==> src/inc/fcsm_pkg.sv <==
/*
 * package for the flash command state machine: command codes, chip
 * states, output sources and sizes.
 * assumes it is compiled before the interface and the core modules.
 */
// Function
// (RULE1) second load goes confirm when buffer full
// (RULE2) bad confirm aborts to error, stay suspended
// (RULE3) nested buffered busy ignores commands, returns suspend; code still moves to ST_BUF_SUSP_ES on suspend
// (RULE4) factory busy takes data, done returns ready
// (RULE5) setup, load, confirm states select status output
// (RULE6) read array selects array from ready states
// (RULE7) setup commands select status from ready states
// (RULE8) read status, read identifier select their source
// (RULE9) confirm, suspend, clear status keep selection
// (RULE10) chip state global, selection kept per partition
// (RULE11) clear status only when engine idle
// (RULE12) factory data taken only when status bit0 zero
// (RULE13) confirm compares latched first block address
// (RULE14) each write decoded once, all updated together
// (RULE15) host polls ready, writes read array after
package fcsm_pkg;

   // ----------------------------------------------------------------
   // command codes
   // ----------------------------------------------------------------
   localparam logic [7:0] CMD_READ_ARRAY = 8'hFF;
   localparam logic [7:0] CMD_WORD_PGM_A = 8'h10;
   localparam logic [7:0] CMD_WORD_PGM_B = 8'h40;
   localparam logic [7:0] CMD_BUF_PGM = 8'hE8;
   localparam logic [7:0] CMD_ERASE = 8'h20;
   localparam logic [7:0] CMD_FACTORY = 8'h30;
   localparam logic [7:0] CMD_CONFIRM = 8'hD0;
   localparam logic [7:0] CMD_SUSPEND = 8'hB0;
   localparam logic [7:0] CMD_READ_STATUS = 8'h70;
   localparam logic [7:0] CMD_CLEAR_STATUS = 8'h50;
   localparam logic [7:0] CMD_READ_ID_A = 8'h90;
   localparam logic [7:0] CMD_READ_ID_B = 8'h98;
   localparam logic [7:0] CMD_LOCK_SETUP = 8'h60;

   // ----------------------------------------------------------------
   // sizes and bit positions
   // ----------------------------------------------------------------
   localparam int PARTITIONS = 4;
   localparam int PART_BITS = 2;
   localparam int BLOCK_BITS = 8;
   localparam int DATA_BITS = 16;
   localparam int COUNT_BITS = 5;
   localparam int READY_BIT = 0;
   localparam logic [1:0] ERR_CLEAR = 2'h0;

   // ----------------------------------------------------------------
   // types
   // ----------------------------------------------------------------
   typedef enum logic [1:0] {
      OUT_ARRAY,
      OUT_STATUS,
      OUT_ID
   } fcsm_out_t;

   typedef enum logic [3:0] {
      ST_READY,
      ST_ERASE_SUSP,
      ST_ERASE_BUSY,
      ST_BUF_SETUP_ES,
      ST_BUF_LOAD1_ES,
      ST_BUF_LOAD2_ES,
      ST_BUF_CONF_ES,
      ST_BUF_BUSY_ES,
      ST_BUF_SUSP_ES,
      ST_EFP_SETUP,
      ST_EFP_BUSY,
      ST_ERASE_SETUP,
      ST_LOCK_SETUP
   } fcsm_state_t;

endpackage : fcsm_pkg

==> src/inc/fcsm_sel_if.sv <==
/*
 * interface carrying one decoded write to the per-partition output
 * selection store.
 * assumes a single clock shared by both ends.
 */
`timescale 1ns/10ps
`default_nettype none
interface fcsm_sel_if;
   logic update;                 // one write being applied
   logic [fcsm_pkg::PART_BITS-1:0] part; // target partition
   logic change;                 // selection should change
   fcsm_pkg::fcsm_out_t source;  // new source
   modport ctrl (output update, output part, output change, output source);
   modport store (input update, input part, input change, input source);
endinterface : fcsm_sel_if
`default_nettype wire

==> src/core/fcsm_core.sv <==
/*
 * chip command state machine: next chip state for nested buffered
 * program and factory program, and output source decision per write.
 * assumes host writes arrive as an unsynchronised strobe level, synchronised to CLOCK here.
 */
`timescale 1ns/10ps
`default_nettype none
module fcsm_core #(
   parameter int BUF_WORDS = 16
) (
   input wire logic CLOCK,
   input wire logic RST,
   input wire logic WR_STROBE,                       // host write, level from pin
   input wire logic [fcsm_pkg::DATA_BITS-1:0] WR_DATA,
   input wire logic [fcsm_pkg::BLOCK_BITS-1:0] WR_BLOCK,
   input wire logic [fcsm_pkg::PART_BITS-1:0] WR_PART,
   input wire logic ENGINE_DONE,                     // write engine finished, one cycle
   input wire logic [fcsm_pkg::PART_BITS-1:0] RD_PART,
   output fcsm_pkg::fcsm_out_t RD_SOURCE,
   output fcsm_pkg::fcsm_state_t CHIP_STATE,
   output logic STATUS_ERROR,                        // error flag
   output logic STATUS_BIT0,                         // factory busy-with-data bit
   output logic DATA_TAKEN,                          // pulse: data word accepted
   output logic [fcsm_pkg::DATA_BITS-1:0] DATA_WORD
);
   // ---------------------------------------------------------------
   // input synchronisers and write edge
   // ---------------------------------------------------------------
   logic [2:0] strobe_sync;  // two flops then edge history
   logic [fcsm_pkg::DATA_BITS-1:0] data_s1, data_s2;
   logic [fcsm_pkg::BLOCK_BITS-1:0] block_s1, block_s2;
   logic [fcsm_pkg::PART_BITS-1:0] part_s1, part_s2;

   always_ff @(posedge CLOCK) begin
      if (RST) strobe_sync <= 3'h0;
      else strobe_sync <= {strobe_sync[1:0], WR_STROBE};
   end
   always_ff @(posedge CLOCK) begin
      data_s1 <= WR_DATA;
      data_s2 <= data_s1;
      block_s1 <= WR_BLOCK;
      block_s2 <= block_s1;
      part_s1 <= WR_PART;
      part_s2 <= part_s1;
   end

   // (RULE14) one decode per write
   wire write_now = strobe_sync[1] & ~strobe_sync[2];
   wire [7:0] cmd = data_s2[7:0];

   // ---------------------------------------------------------------
   // state registers
   // ---------------------------------------------------------------
   fcsm_pkg::fcsm_state_t state, next_state;
   logic [fcsm_pkg::BLOCK_BITS-1:0] first_block;   // latched_first_block_address
   logic [fcsm_pkg::COUNT_BITS-1:0] load_count;    // words still to load
   logic error, next_error;
   logic bit0;

   // command decode
   wire is_word = cmd == fcsm_pkg::CMD_WORD_PGM_A || cmd == fcsm_pkg::CMD_WORD_PGM_B;
   wire is_id = cmd == fcsm_pkg::CMD_READ_ID_A || cmd == fcsm_pkg::CMD_READ_ID_B;
   wire is_setup = is_word || cmd == fcsm_pkg::CMD_BUF_PGM || cmd == fcsm_pkg::CMD_ERASE
                   || cmd == fcsm_pkg::CMD_FACTORY || cmd == fcsm_pkg::CMD_LOCK_SETUP;
   // (RULE13) compare with latched block
   wire block_match = block_s2 == first_block;
   wire buf_full = load_count == '0;
   wire engine_idle = state == fcsm_pkg::ST_READY || state == fcsm_pkg::ST_ERASE_SUSP;
   // (RULE12) data only when bit0 clear
   wire efp_data = write_now && state == fcsm_pkg::ST_EFP_BUSY && block_match && !bit0;
   wire setup_state = state inside {fcsm_pkg::ST_BUF_SETUP_ES, fcsm_pkg::ST_BUF_LOAD1_ES,
      fcsm_pkg::ST_BUF_LOAD2_ES, fcsm_pkg::ST_BUF_CONF_ES, fcsm_pkg::ST_EFP_SETUP,
      fcsm_pkg::ST_EFP_BUSY, fcsm_pkg::ST_ERASE_SETUP};

   // ---------------------------------------------------------------
   // next chip state
   // ---------------------------------------------------------------
   always_comb begin
      next_state = state;
      next_error = error;
      if (write_now) begin
         case (state)
            fcsm_pkg::ST_READY: begin
               if (cmd == fcsm_pkg::CMD_FACTORY) next_state = fcsm_pkg::ST_EFP_SETUP;
               else if (cmd == fcsm_pkg::CMD_ERASE) next_state = fcsm_pkg::ST_ERASE_SETUP;
               else if (cmd == fcsm_pkg::CMD_LOCK_SETUP) next_state = fcsm_pkg::ST_LOCK_SETUP;
               // (RULE11) clear only when idle
               else if (cmd == fcsm_pkg::CMD_CLEAR_STATUS) next_error = 1'b0;
            end
            fcsm_pkg::ST_ERASE_SETUP: begin
               if (cmd == fcsm_pkg::CMD_CONFIRM) next_state = fcsm_pkg::ST_ERASE_BUSY;
               else begin
                  next_state = fcsm_pkg::ST_READY;
                  next_error = 1'b1;
               end
            end
            fcsm_pkg::ST_ERASE_BUSY: begin
               if (cmd == fcsm_pkg::CMD_SUSPEND) next_state = fcsm_pkg::ST_ERASE_SUSP;
            end
            fcsm_pkg::ST_ERASE_SUSP: begin
               if (cmd == fcsm_pkg::CMD_BUF_PGM) next_state = fcsm_pkg::ST_BUF_SETUP_ES;
               else if (cmd == fcsm_pkg::CMD_CONFIRM) next_state = fcsm_pkg::ST_ERASE_BUSY;
               else if (cmd == fcsm_pkg::CMD_CLEAR_STATUS) next_error = 1'b0;
            end
            // count write: a zero count goes straight to confirm
            fcsm_pkg::ST_BUF_SETUP_ES: begin
               next_state = (cmd[fcsm_pkg::COUNT_BITS-1:0] == '0)
                            ? fcsm_pkg::ST_BUF_CONF_ES : fcsm_pkg::ST_BUF_LOAD1_ES;
            end
            // first data word; a one-word buffer is already full
            fcsm_pkg::ST_BUF_LOAD1_ES: begin
               next_state = (load_count == 5'h1)
                            ? fcsm_pkg::ST_BUF_CONF_ES : fcsm_pkg::ST_BUF_LOAD2_ES;
            end
            // (RULE1) confirm once buffer full
            fcsm_pkg::ST_BUF_LOAD2_ES: begin
               if (load_count == 5'h1) next_state = fcsm_pkg::ST_BUF_CONF_ES;
            end
            // (RULE2) bad confirm aborts
            fcsm_pkg::ST_BUF_CONF_ES: begin
               if (cmd == fcsm_pkg::CMD_CONFIRM && block_match)
                  next_state = fcsm_pkg::ST_BUF_BUSY_ES;
               else begin
                  next_state = fcsm_pkg::ST_ERASE_SUSP;
                  next_error = 1'b1;
               end
            end
            // (RULE3) commands other than suspend ignored while busy
            fcsm_pkg::ST_BUF_BUSY_ES: begin
               if (cmd == fcsm_pkg::CMD_SUSPEND) next_state = fcsm_pkg::ST_BUF_SUSP_ES;
            end
            fcsm_pkg::ST_BUF_SUSP_ES: begin
               if (cmd == fcsm_pkg::CMD_CONFIRM) next_state = fcsm_pkg::ST_BUF_BUSY_ES;
            end
            fcsm_pkg::ST_EFP_SETUP: begin
               if (cmd == fcsm_pkg::CMD_CONFIRM) next_state = fcsm_pkg::ST_EFP_BUSY;
               else begin
                  next_state = fcsm_pkg::ST_READY;
                  next_error = 1'b1;
               end
            end
            // (RULE4) writes are data, not commands
            fcsm_pkg::ST_EFP_BUSY: next_state = state;
            fcsm_pkg::ST_LOCK_SETUP: next_state = fcsm_pkg::ST_READY;
            default: next_state = fcsm_pkg::ST_READY;
         endcase
      end
      else if (ENGINE_DONE) begin
         // (RULE3) done returns to erase suspend
         if (state == fcsm_pkg::ST_BUF_BUSY_ES) next_state = fcsm_pkg::ST_ERASE_SUSP;
         // (RULE4) factory done returns ready
         else if (state == fcsm_pkg::ST_EFP_BUSY) next_state = fcsm_pkg::ST_READY;
         else if (state == fcsm_pkg::ST_ERASE_BUSY) next_state = fcsm_pkg::ST_READY;
      end
   end

   // chip state and error flag; error set wins over clear
   always_ff @(posedge CLOCK) begin
      if (RST) begin
         state <= fcsm_pkg::ST_READY;
         error <= 1'b0;
      end else begin
         state <= next_state;
         error <= next_error;
      end
   end

   // ---------------------------------------------------------------
   // block latch, buffer count, factory data path
   // ---------------------------------------------------------------
   wire first_cycle = write_now && (state == fcsm_pkg::ST_READY
      || state == fcsm_pkg::ST_ERASE_SUSP) && is_setup;
   always_ff @(posedge CLOCK) begin
      if (RST) first_block <= '0;
      else if (first_cycle) first_block <= block_s2;
   end

   // data words in either load state count down the buffer space
   wire load_word = write_now && (state == fcsm_pkg::ST_BUF_LOAD1_ES
      || state == fcsm_pkg::ST_BUF_LOAD2_ES);
   // count taken from the write after setup, never from a data word
   always_ff @(posedge CLOCK) begin
      if (RST) load_count <= '0;
      else if (write_now && state == fcsm_pkg::ST_BUF_SETUP_ES)
         load_count <= cmd[fcsm_pkg::COUNT_BITS-1:0];
      else if (load_word && !buf_full)
         load_count <= load_count - 5'h1;
   end

   // bit0 high from a taken word until the engine finishes it
   always_ff @(posedge CLOCK) begin
      if (RST) bit0 <= 1'b0;
      else if (efp_data) bit0 <= 1'b1;
      else if (ENGINE_DONE) bit0 <= 1'b0;
   end

   always_ff @(posedge CLOCK) begin
      if (RST) begin
         DATA_TAKEN <= 1'b0;
         DATA_WORD <= '0;
      end else begin
         DATA_TAKEN <= efp_data;
         if (efp_data) DATA_WORD <= data_s2;
      end
   end

   // ---------------------------------------------------------------
   // output source decision
   // ---------------------------------------------------------------
   fcsm_sel_if sel ();
   fcsm_pkg::fcsm_out_t next_source;
   logic next_change;
   always_comb begin
      next_change = 1'b1;
      next_source = fcsm_pkg::OUT_STATUS;
      // (RULE5) setup states point at status
      if (setup_state) next_source = fcsm_pkg::OUT_STATUS;
      else if (state == fcsm_pkg::ST_LOCK_SETUP) next_source = fcsm_pkg::OUT_STATUS;
      // (RULE6) read array
      else if (cmd == fcsm_pkg::CMD_READ_ARRAY) next_source = fcsm_pkg::OUT_ARRAY;
      // (RULE7) setup commands
      else if (is_setup) next_source = fcsm_pkg::OUT_STATUS;
      // (RULE8) status and identifier
      else if (cmd == fcsm_pkg::CMD_READ_STATUS) next_source = fcsm_pkg::OUT_STATUS;
      else if (is_id) next_source = fcsm_pkg::OUT_ID;
      // (RULE9) others keep selection
      else next_change = 1'b0;
   end
   assign sel.update = write_now;
   assign sel.part = part_s2;
   assign sel.change = next_change;
   assign sel.source = next_source;

   fcsm_sel_store u_store (
      .clk(CLOCK),
      .rst(RST),
      .sel(sel),
      .rd_part(RD_PART),
      .rd_source(RD_SOURCE)
   );

   assign CHIP_STATE = state;
   assign STATUS_ERROR = error;
   assign STATUS_BIT0 = bit0;

   // ---------------------------------------------------------------
   // checks
   // ---------------------------------------------------------------
   a_conf_abort_err: assert property (@(posedge CLOCK) disable iff (RST) // (RULE2)
      write_now && state == fcsm_pkg::ST_BUF_CONF_ES && cmd != fcsm_pkg::CMD_CONFIRM
      |=> state == fcsm_pkg::ST_ERASE_SUSP && error) else $error("abort path wrong");
   a_busy_done_susp: assert property (@(posedge CLOCK) disable iff (RST) // (RULE3)
      !write_now && ENGINE_DONE && state == fcsm_pkg::ST_BUF_BUSY_ES
      |=> state == fcsm_pkg::ST_ERASE_SUSP) else $error("busy did not return");
   a_load_full_conf: assert property (@(posedge CLOCK) disable iff (RST) // (RULE1)
      write_now && state == fcsm_pkg::ST_BUF_LOAD2_ES && load_count == 5'h1
      |=> state == fcsm_pkg::ST_BUF_CONF_ES) else $error("confirm not reached");
   a_efp_done_rdy: assert property (@(posedge CLOCK) disable iff (RST) // (RULE4)
      !write_now && ENGINE_DONE && state == fcsm_pkg::ST_EFP_BUSY
      |=> state == fcsm_pkg::ST_READY) else $error("factory done wrong");
   a_efp_bit0_gate: assert property (@(posedge CLOCK) disable iff (RST) // (RULE12)
      efp_data |-> !bit0 ##1 DATA_TAKEN ##0 bit0) else $error("data taken when busy");
   a_setup_status: assert property (@(posedge CLOCK) disable iff (RST) // (RULE5)
      write_now && setup_state |-> sel.change && sel.source == fcsm_pkg::OUT_STATUS)
      else $error("setup not status");
   a_read_array: assert property (@(posedge CLOCK) disable iff (RST) // (RULE6)
      write_now && engine_idle && cmd == fcsm_pkg::CMD_READ_ARRAY
      |-> sel.source == fcsm_pkg::OUT_ARRAY) else $error("read array lost");
   a_keep_sel: assert property (@(posedge CLOCK) disable iff (RST) // (RULE9)
      write_now && engine_idle && cmd == fcsm_pkg::CMD_SUSPEND |-> !sel.change)
      else $error("selection changed");
   a_clear_idle: assert property (@(posedge CLOCK) disable iff (RST) // (RULE11)
      write_now && !engine_idle && error && state != fcsm_pkg::ST_EFP_SETUP
      |=> error) else $error("error cleared while busy");
   c_abort: cover property (@(posedge CLOCK) state == fcsm_pkg::ST_BUF_CONF_ES ##1 error);
   c_efp_word: cover property (@(posedge CLOCK) DATA_TAKEN);
   c_nested_done: cover property (@(posedge CLOCK)
      state == fcsm_pkg::ST_BUF_BUSY_ES ##1 state == fcsm_pkg::ST_ERASE_SUSP);
endmodule : fcsm_core
`default_nettype wire

==> src/core/fcsm_sel_store.sv <==
/*
 * per-partition store of the selected read source.
 * assumes synchronous active-high reset and one write per update.
 */
`timescale 1ns/10ps
`default_nettype none
module fcsm_sel_store #(
   parameter int PARTS = fcsm_pkg::PARTITIONS
) (
   input wire logic clk,
   input wire logic rst,
   fcsm_sel_if.store sel,
   input wire logic [fcsm_pkg::PART_BITS-1:0] rd_part,
   output fcsm_pkg::fcsm_out_t rd_source
);
   // ---------------------------------------------------------------
   // storage, one entry per partition
   // ---------------------------------------------------------------
   fcsm_pkg::fcsm_out_t mux [PARTS];  // remembered source

   genvar g;
   generate
      for (g = 0; g < PARTS; g++) begin : g_part
         // (RULE10) each partition remembers
         always_ff @(posedge clk) begin
            if (rst) mux[g] <= fcsm_pkg::OUT_ARRAY;
            else if (sel.update && sel.change && sel.part == g) mux[g] <= sel.source;
         end
      end
   endgenerate

   // registered read port
   always_ff @(posedge clk) begin
      if (rst) rd_source <= fcsm_pkg::OUT_ARRAY;
      else rd_source <= mux[rd_part];
   end
endmodule : fcsm_sel_store
`default_nettype wire

==> config.mk <==
export PLATFORM = sky130hd
export DESIGN_NAME = fcsm_core
export DESIGN_NICKNAME = d
export VERILOG_FILES = /design/src/inc/fcsm_pkg.sv /design/src/inc/fcsm_sel_if.sv /design/src/core/fcsm_core.sv /design/src/core/fcsm_sel_store.sv
export SDC_FILE = /design/constraint.sdc
export NUM_CORES = 1
export LEC_CHECK = 0
export ABC_AREA = 1
export BUFFER_PORTS_ARGS = -buffer_cell sky130_fd_sc_hd__buf_4
export CAP_MARGIN = 20
export CORE_MARGIN = 2
export CORE_UTILIZATION = 58
export CTS_BUF_LIST = sky130_fd_sc_hd__clkbuf_4
export DETAILED_ROUTE_END_ITERATION = 8
export MAX_ROUTING_LAYER = met4
export PLACE_DENSITY_LB_ADDON = 0.15
export RECOVER_POWER = 25
export SYNTH_ARGS = -nofsm -noshare
export SYNTH_HDL_FRONTEND = slang
export SYNTH_HIERARCHICAL = 1
export SYNTH_SLANG_ARGS = --single-unit
export TNS_END_PERCENT = 50
==> constraint.sdc <==
create_clock -name CLOCK -period 2.45 [get_ports CLOCK]
set_input_delay 0.3675 -clock CLOCK [delete_from_list [all_inputs] [get_ports CLOCK]]
set_output_delay 0.3675 -clock CLOCK [all_outputs]
set_load 0.02 [all_outputs]
==> results of run 1 <==
timing repair:
action                                 4_1_cts  5_1_grt
resized for setup                            0        0
endpoints found under the hold margin       26        0
hold buffers                                26        0
per-layer routing:
metal	up-vias	routed length, um	GRT usage (%)
met3	14	397	7.49
met5	-	0	-
met4	0	161	9.81
li1	1653	-	-
met2	87	3970	40.6
met1	1439	3620	29.6
cell families (layout without fill, tap and decap cells):
family / Yosys count / count (layout) / share of synthesized area [%]
compound gates: 69 / 69 / 10.3
xor+xnor: 9 / 9 / 2.05
fa+ha+maj: 3 / 3 / 0.976
buf+inv: 79 / 173 / 8.33
flops: 101 / 101 / 54.7
simple gates: 198 / 198 / 23.7
power groups by stage:
stage	Sequential (mW)	Clock, mW	Combinational, mW
2_1_floorplan	1.78	0	0.0800
3_3_place_gp	1.78	0	0.146
3_5_place_dp	1.78	0	0.149
4_1_cts	1.75	0.870	0.182
5_1_grt	1.76	0.944	0.204
6_report	1.75	0.849	0.184
cells in the final DEF, fill, tap and decap left out, types with 2 or more instances in the layout:
| master | n |
|---|---|
| a21oi_1 | 33 |
| buf_4 | 52 |
| clkbuf_4 | 15 |
| dfxtp_1 | 93 |
| dlygate4sd3_1 | 26 |
| edfxtp_1 | 8 |
| ha_1 | 3 |
| inv_1 | 62 |
| inv_2 | 11 |
| inv_6 | 4 |
| nand2_1 | 81 |
| nand2_2 | 6 |
| nand3_1 | 35 |
| nand4_1 | 9 |
| nor2_1 | 52 |
| nor2_2 | 4 |
| nor3_1 | 4 |
| nor3_4 | 2 |
| o211ai_1 | 2 |
| o21a_1 | 2 |
| o21ai_0 | 10 |
| o21ai_1 | 10 |
| o21ai_2 | 3 |
| o31ai_1 | 3 |
| xnor2_1 | 8 |
layout make-up:
type                            count  area (um^2)
Clock inverter                      6         62.6
Inverter                           73          274
Fill cell                         466         1660
Clock buffer                       10         75.1
Tap cell                           77         96.3
Timing Repair Buffer               84          692
Multi-Input combinational cell    279         1420
Sequential cell                   101         2100
state kept, by name, summed over array words and instances, names as in the netlist, 2 cells and up:
signal and cells:
part_s2 2, block_s1 8, block_s2 8, DATA_WORD 16
u_store/mux 8, part_s1 2, strobe_sync 3, first_block 8
u_store/rd_source 2, data_s1 16, data_s2 16, CHIP_STATE 4
load_count 5
stage by stage:
stage,hold slack (ps),cells,instance area (um^2)
after floorplan,310,459,3840
after global placement,310,588,4330
after detailed placement,312,588,4330
after CTS,89.3,630,4730
after global routing,82.4,630,4720
final,99.2,630,4720
worst register-to-register path, cell delays in order, from the launching register on:
cell and delay, ps:
dfxtp_1 610, nand2_1 200, inv_1 100, nand2_1 70, nand2_1 100, nor2_1 60, nand3_1 80, or3_1 110
nand2_1 120, o31ai_1 370
path summary, 6_finish.rpt:
check | from | endpoint | slack [ps] | cells past startpoint
worst min-delay path | WR_STROBE | strobe_sync[0] | 100 | 3
worst max-delay path | CHIP_STATE[1] | u_store/mux[0][1] | 330 | 9
worst max register to register | CHIP_STATE[1] | u_store/mux[0][1] | 330 | 9
worst min register to register | data_s1[13] | data_s2[13] | 330 | 0
==> impl_metrics.tcl, run 1 <==
set metrics [dict create \
    internal_power_mw 2.06 \
    vias 3193 \
    finalHoldViolations 0 \
    rows 29 \
    period_minus_slack_ps 2120 \
    drt-initial-drc-count 186 \
    drc_errors 0 \
    crit_fanout 7 \
    antenna_left 0 \
    coreArea_um2 6390 \
    cts_tree "done" \
    cts_buffers 9 \
    ys_top_cells_by_count "93 x dfxtp_1, 81 x nand2_1, 62 x inv_1" \
    seqPwrFrac_pct 62.9 \
    grt_pass1_wl_um 13900 \
    clk_latency_ps 470 \
    grt_remaining_overflow 0 \
    fmax_mhz 471 \
    cts_setup_buffers 0 \
    synth_area_leaders "dfxtp_1 48%, nand2_1 7.9%, edfxtp_1 6.2%" \
    yosysWarnings 6 \
    async_flop_share_pct 0 \
    path_common_cell "nand2_1" \
    endpoint_kind "flop" \
    grtUsageTotal_pct 25.2 \
    switching_share_pct 25.8 \
    power_frac_comb_pct 6.6 \
    antenna_found_initial 0 \
    critical-path-top-delay-family "simple AND/OR/NAND/NOR gates" \
    ys_ff_latch 101 \
    setup-tns-final_ps 0 \
    yosys.area.top_type "dfxtp_1" \
    syn_inst 459 \
    syn-num-nets 494 \
    ys_types 36 \
    grt_max_degree 35 \
    die_area_um2 7300 \
    fin_crit_sh_pct 86.6 \
    routabilityCongestion 0.995 \
    tightestPinTransition_ps 898 \
    wl_per_cell_um 12.9 \
    p_clk_share_pct 30.5 \
    cp_data_required_time_ps 2600 \
    cp_slowest_cell "dfxtp_1" \
    clkTransAtPathRegs_ps 160 \
    total_leakage_power_nw 2.14 \
    cts-root-buf "clkbuf_4" \
    rsz0062_at_grt "false" \
    dp_slack_ps 353 \
    setup_violations 0 \
    areaGrowthSynthToFinish_pct 22.9 \
    worstSetupPathType "flop to flop" \
    die_y_um 85.4 \
    initial_core_util_pct 60.2 \
    cts_max_path_buffers 2 \
    syn_area_um2 3840 \
    crit_path_max_incr_delay_ps 610 \
    maxCapViolCount 0 \
    grt_pass1_vias 3153 \
    hpwl_um 5640 \
    fin_skew_ps 15.4 \
    path_cells "nand2_1 -> inv_1 -> nand2_1 -> nand2_1 -> nor2_1 -> nand3_1 -> or3_1 -> nand2_1 -> o31ai_1" \
    critPathArrivalTime_ps 2270 \
    synth_ff_type "dfxtp_1" \
    status "complete, no violations" \
    nNetsFinal 583 \
    hold_path_class "input port to flop" \
    synth_edf_count 8 \
    die_x_um 85.4 \
    cts-htree-levels 3 \
    insertedDiodeCount 0 \
    yosysTopAreaCellShare_pct 48.4 \
    fin_util_pct 74.0 \
    dr.pass1.iters 5 \
    slew_headroom_pct 40.2 \
    worstSetupStartpointType "flop" \
    power_mw 2.78 \
    wl_um 8150 \
    ir_drop_mv 0.632 \
    cts_sinks 101 \
    maxSlewViolCount 0 \
    io_pins 57 \
    powerDensity_nw_per_um2 589 \
    drive_gt1_share_pct 19.0 \
    vias_per_cell 5.07 \
    io_buffers 56 \
    syn_area_per_cell_um2 8.38 \
    ys_seq_area_share_pct 54.7 \
    finalWorstSetupSlack_ps 327 \
    yosysMostFrequentCell "dfxtp_1" \
    cp_num_buf_inv 1 \
    p_switching_mw 0.719 \
]
Note: power is estimated with default switching activity, not from simulation.
==> run 2, diff against run 1 <==
BUFFER_PORTS_ARGS = -buffer_cell sky130_fd_sc_hd__buf_2   (was -buffer_cell sky130_fd_sc_hd__buf_4)
CORE_UTILIZATION = 60   (was 58)
RECOVER_POWER = default   (was 25)
clock period = 2.65 ns   (was 2.45 ns; I/O delays follow)
==> run 2 against run 1 <==
Effect of this change:
- routed wire length is 4.4% lower
- clock power is 5.1% higher
- die area is 3.2% lower
- sequential power is 7% lower
- sequential share of layout area is 2.5 points higher
- worst hold slack worse by 69 ps
- worst setup slack better by 180 ps
- power is 4.9% lower
- sequential cell count stayed put
- final area is 5.4% lower
==> impl_metrics.tcl, run 2 (synthesis gave the netlist of run 1 again) <==
set metrics [dict create \
    endpoint_kind "flop" \
    p_clk_share_pct 33.7 \
    grt_pass1_vias 2847 \
    crit_path_max_incr_delay_ps 450 \
    tightestPinTransition_ps 807 \
    cts_hold_buf 0 \
    period_minus_slack_ps 2140 \
    grt_max_degree 35 \
    cts-root-buf "clkbuf_4" \
    vias 3158 \
    power_mw 2.65 \
    status "complete, no violations" \
    cp_data_required_time_ps 2880 \
    worstReg2RegEnd "u_store/mux[1][1]" \
    fmax_mhz 466 \
    cts_buffers 9 \
    cp_slowest_cell "dfxtp_1" \
    io_buffers 56 \
    layout_common_cells "93 x dfxtp_1, 81 x nand2_1, 62 x inv_1" \
    reg2reg_from "CHIP_STATE[1]" \
    initial_core_util_pct 61.3 \
    path_common_cell "nor2_1" \
    maxSlewViolCount 0 \
    worstSetupStartpointType "flop" \
    dp_slack_ps 562 \
    final_common_cell "dfxtp_1" \
    min_path_cells 1 \
    cts-htree-levels 3 \
    grt_remaining_overflow 0 \
    maxCapViolCount 0 \
    setup_violations 0 \
    die_y_um 84.1 \
    io_pins 57 \
    rows 29 \
    cts_tree "done" \
    reg2reg_depth 9 \
    routabilityCongestion 0.911 \
    vias_per_cell 5.13 \
    powerDensity_nw_per_um2 592 \
    n_fill_cell 501 \
    cp_num_buf_inv 1 \
    fin_crit_sh_pct 80.9 \
    startpoint "CHIP_STATE[1]" \
    drive_gt1_share_pct 19.3 \
    areaGrowthSynthToFinish_pct 16.3 \
    switching_share_pct 25.4 \
    worstSetupPathType "flop to flop" \
    reg_top3 "DATA_WORD (16), data_s1 (16), data_s2 (16)" \
    wl_um 7790 \
    cts_sinks 101 \
    nNetsFinal 568 \
    cts_setup_buffers 0 \
    clkTransAtPathRegs_ps 170 \
    holdWs_ps 30.4 \
    coreArea_um2 6280 \
    critPathArrivalTime_ps 2370 \
    rsz0062_at_grt "false" \
    drc_errors 0 \
    worstSetupEndpoint "u_store/mux[1][1]" \
    cts_max_path_buffers 2 \
    cts_resized 0 \
    grt_pass1_wl_um 12900 \
    slew_headroom_pct 46.2 \
    reg2reg_slack_ps 510 \
    antenna_found_initial 0 \
    power_frac_comb_pct 5.2 \
    cp.depth 9 \
    path_cells "nor2_1 -> o21ai_1 -> nor2_1 -> nand3_1 -> or3_1 -> nand2_1 -> inv_2 -> nand4_1 -> nor2_1" \
    die_x_um 84.1 \
    drt-initial-drc-count 268 \
    internal_power_mw 1.97 \
    fin_skew_ps 14.7 \
    dr.pass1.iters 5 \
    p_switching_mw 0.672 \
    hold_path_class "input port to flop" \
    crit_fanout 7 \
    total_leakage_power_nw 2.07 \
    die_area_um2 7060 \
    grtUsageTotal_pct 23.3 \
    ir_drop_mv 0.652 \
    critical-path-top-delay-family "simple AND/OR/NAND/NOR gates" \
    setup-tns-final_ps 0 \
    fin_util_pct 71.2 \
    seqPwrFrac_pct 61.1 \
    finalHoldViolations 0 \
    antenna_left 0 \
    finalWorstSetupSlack_ps 505 \
    wl_per_cell_um 12.7 \
    clk_latency_ps 460 \
    hpwl_um 5430 \
    insertedDiodeCount 0 \
]
-- run 2: cell count changes in the layout (fill, tap and decap cells not counted), sizes merged --
cell / previous run / this run
clkbuf: 16 / 9
buf: 52 / 56
bufinv: 0 / 1
dlygate4sd3: 26 / 13
-- run 2: layout make-up --
| class | instances | area [um^2] | share of cell area (%) |
|---|---|---|---|
| Sequential cell | 101 | 2100 | 47.0 |
| Multi-Input combinational cell | 279 | 1420 | 31.8 |
| Timing Repair Buffer | 69 | 410 | 9.18 |
| Inverter | 73 | 274 | 6.13 |
| Clock inverter | 7 | 97.6 | 2.18 |
| Tap cell | 77 | 96.3 | 2.16 |
| Clock buffer | 9 | 67.6 | 1.51 |
-- run 2: how the worst min path moves through the flow --
stage / start / endpoint / slack, ps
after floorplan: block_s1[0] / block_s2[0] / 310
after global placement: block_s1[2] / block_s2[2] / 310
after detailed placement: block_s1[1] / block_s2[1] / 310
after CTS: WR_DATA[8] / data_s1[8] / 6
after global routing: WR_DATA[5] / data_s1[5] / -20
final: WR_DATA[5] / data_s1[5] / 30
-- run 2: metal layers --
layer  share of wire [%]  up-vias  GRT usage [%]  wire length, um
met5                   0        -              -                0
met4                 1.3        0           7.04              105
met3                 5.5        9           6.03              431
met2                  48       88           36.4             3760
met1                  45     1439           30.0             3490
li1                    -     1622              -                -
-- run 2: per-stage QoR --
| stage | cells | area [um^2] |
|---|---|---|
| 4_1_cts | 602 | 4340 |
| 6_report | 615 | 4470 |
| 3_3_place_gp | 586 | 4180 |
| 2_1_floorplan | 459 | 3840 |
| 3_5_place_dp | 586 | 4180 |
| 5_1_grt | 615 | 4470 |
-- run 2: power groups by stage --
stage / registers, mW / logic, mW / clock network [mW]
global route: 1.62 / 0.156 / 0.967
CTS: 1.62 / 0.121 / 0.912
floorplan: 1.65 / 0.0739 / 0
finish: 1.62 / 0.137 / 0.892
global placement: 1.65 / 0.120 / 0
detailed placement: 1.65 / 0.121 / 0
==> run 3, diff against run 2 <==
CORE_UTILIZATION = 58   (was 60)
clock period = 2.1 ns   (was 2.65 ns; I/O delays follow)
==> run 3 against run 2 <==
Effect of this change:
- sequential cell count unchanged
- critical path depth fell by 1
- die area up 3.3%
- count of clock-buffer cells in the layout unchanged
- global-route usage grew 2.0 points
- power grew 23%
- non-clock buffer count up 23
- sequential share of layout area down 1.8 points
- critical endpoint is now u_store/mux[0][0]
- largest power group unchanged
- combinational power rose by 49%
- clock power is 12% higher
- routed wire length increased by 6.2%
- register-to-register slack got worse by 390 ps
==> impl_metrics.tcl, run 3 (synthesis gave the netlist of run 1 again) <==
set metrics [dict create \
    ir_drop_mv 0.626 \
    seqPwrFrac_pct 62.8 \
    grt_remaining_overflow 0 \
    wl_per_cell_um 13.0 \
    antenna_found_initial 0 \
    worstSetupStartpointType "flop" \
    maxCapViolCount 0 \
    n_fill_cell 458 \
    endpoint_kind "flop" \
    clk_latency_ps 450 \
    setup_violations 0 \
    setup-tns-final_ps 0 \
    grt_pass1_wl_um 14200 \
    hpwl_um 5480 \
    insertedDiodeCount 0 \
    status "complete, no violations" \
    cts_sinks 101 \
    power_frac_comb_pct 6.3 \
    die_area_um2 7300 \
    dr.pass1.iters 5 \
    wl_um 8270 \
    rsz0062_at_grt "true" \
    antenna_left 0 \
    period_minus_slack_ps 1980 \
    areaGrowthSynthToFinish_pct 21.6 \
    maxSlewViolCount 0 \
    cts_buffers 9 \
    cts_tree "done" \
    cp_data_required_time_ps 2230 \
    final_common_cell "dfxtp_1" \
    grt_max_degree 35 \
    slew_headroom_pct 45.3 \
    p_switching_mw 0.858 \
    total_leakage_power_nw 2.16 \
    critPathArrivalTime_ps 2120 \
    grtUsageTotal_pct 25.3 \
    coreArea_um2 6390 \
    reg2reg_slack_ps 120 \
    routabilityCongestion 0.909 \
    switching_share_pct 26.5 \
    die_y_um 85.4 \
    vias 3254 \
    regArea_um2 2110 \
    powerDensity_nw_per_um2 694 \
    fmax_mhz 504 \
    hold_path_class "input port to flop" \
    fin_util_pct 73.2 \
    clkTransAtPathRegs_ps 160 \
    fin_skew_ps 19.3 \
    grt_pass1_vias 3210 \
    p_clk_share_pct 30.9 \
    nNetsFinal 591 \
    rows 29 \
    drive_gt1_share_pct 21.9 \
    layout_common_cells "88 x dfxtp_1, 78 x nand2_1, 62 x inv_1" \
    crit_fanout 5 \
    reg_top3 "DATA_WORD (16), data_s1 (16), data_s2 (16)" \
    multi_input_comb_area_um2 1430 \
    cts-root-buf "clkbuf_4" \
    die_x_um 85.4 \
    fin_crit_sh_pct 94.5 \
    drt-initial-drc-count 207 \
    vias_per_cell 5.10 \
    cts-htree-levels 3 \
    tightestPinTransition_ps 820 \
    io_buffers 56 \
    internal_power_mw 2.39 \
    cts_max_path_buffers 2 \
    worstSetupPathType "flop to flop" \
    finalHoldViolations 0 \
    initial_core_util_pct 60.2 \
    io_pins 57 \
    drc_errors 0 \
]
==> run 3: cell count changes in the layout (fill, tap and decap cells not counted), sizes merged <==
cell | previous run | this run
bufinv | 1 | 0
buf | 56 | 66
clkinvlp | 0 | 1
dlygate4sd3 | 13 | 26
==> run 3: worst max-delay path, cell delays in order (launching register included) <==
cell	delay, ps
dfxtp_1	370
nor2_1	240
nand2_2	120
inv_2	100
nand3_1	140
nand4_4	140
or3_1	120
nand2_2	100
o31ai_1	350
==> run 3: path summary, 6_finish.rpt <==
path / startpoint / end / cells past startpoint
setup reg to reg: data_s2[2] / u_store/mux[0][0] / 8
hold reg to reg: data_s1[14] / data_s2[14] / 0
hold / removal: WR_STROBE / strobe_sync[0] / 3
setup / recovery: data_s2[2] / u_store/mux[0][0] / 8
==> run 3: metrics by stage <==
stage / hold slack (ps) / worst slack [ps] / cell area [um^2] / std cells / power, mW
after floorplan: 310 / 93.9 / 3840 / 459 / 2.17
after global placement: 310 / 84.5 / 4240 / 594 / 2.23
after detailed placement: 312 / 10.9 / 4240 / 594 / 2.24
after CTS: 50.6 / 14.0 / 4640 / 636 / 3.27
after global routing: 33.4 / -62.9 / 4670 / 638 / 3.38
final: 70.4 / 116 / 4670 / 638 / 3.25
==> run 3: routing by layer <==
metal  GRT usage, %  routed length, um  vias to the layer above
met5              -                  0                        -
met4           8.95                148                        0
met1           29.9               3660                     1462
li1               -                  -                     1659
met2           41.9               4010                      117
met3           6.61                449                       16
==> run 3: power by group through the flow <==
stage / combinational [mW] / sequential (mW) / clock, mW
after floorplan: 0.0933 / 2.08 / 0
after global placement: 0.157 / 2.08 / 0
after detailed placement: 0.159 / 2.08 / 0
after CTS: 0.196 / 2.04 / 1.03
after global routing: 0.227 / 2.05 / 1.11
final: 0.204 / 2.04 / 1.00
==> run 3: layout make-up <==
class                           instances  area share, %
Multi-Input combinational cell        279           30.6
Tap cell                               77           2.06
Clock buffer                            9           1.45
Clock inverter                          7           1.61
Inverter                               73           5.86
Sequential cell                       101           45.2
Timing Repair Buffer                   92           13.2
==> run 3: timing repair <==
action	4_1_cts	5_1_grt
hold buffers	26	0
resized for setup	1	10
setup endpoints to repair	1	16
setup buffers	0	2
pin swaps	0	2
endpoints found under the hold margin	26	0
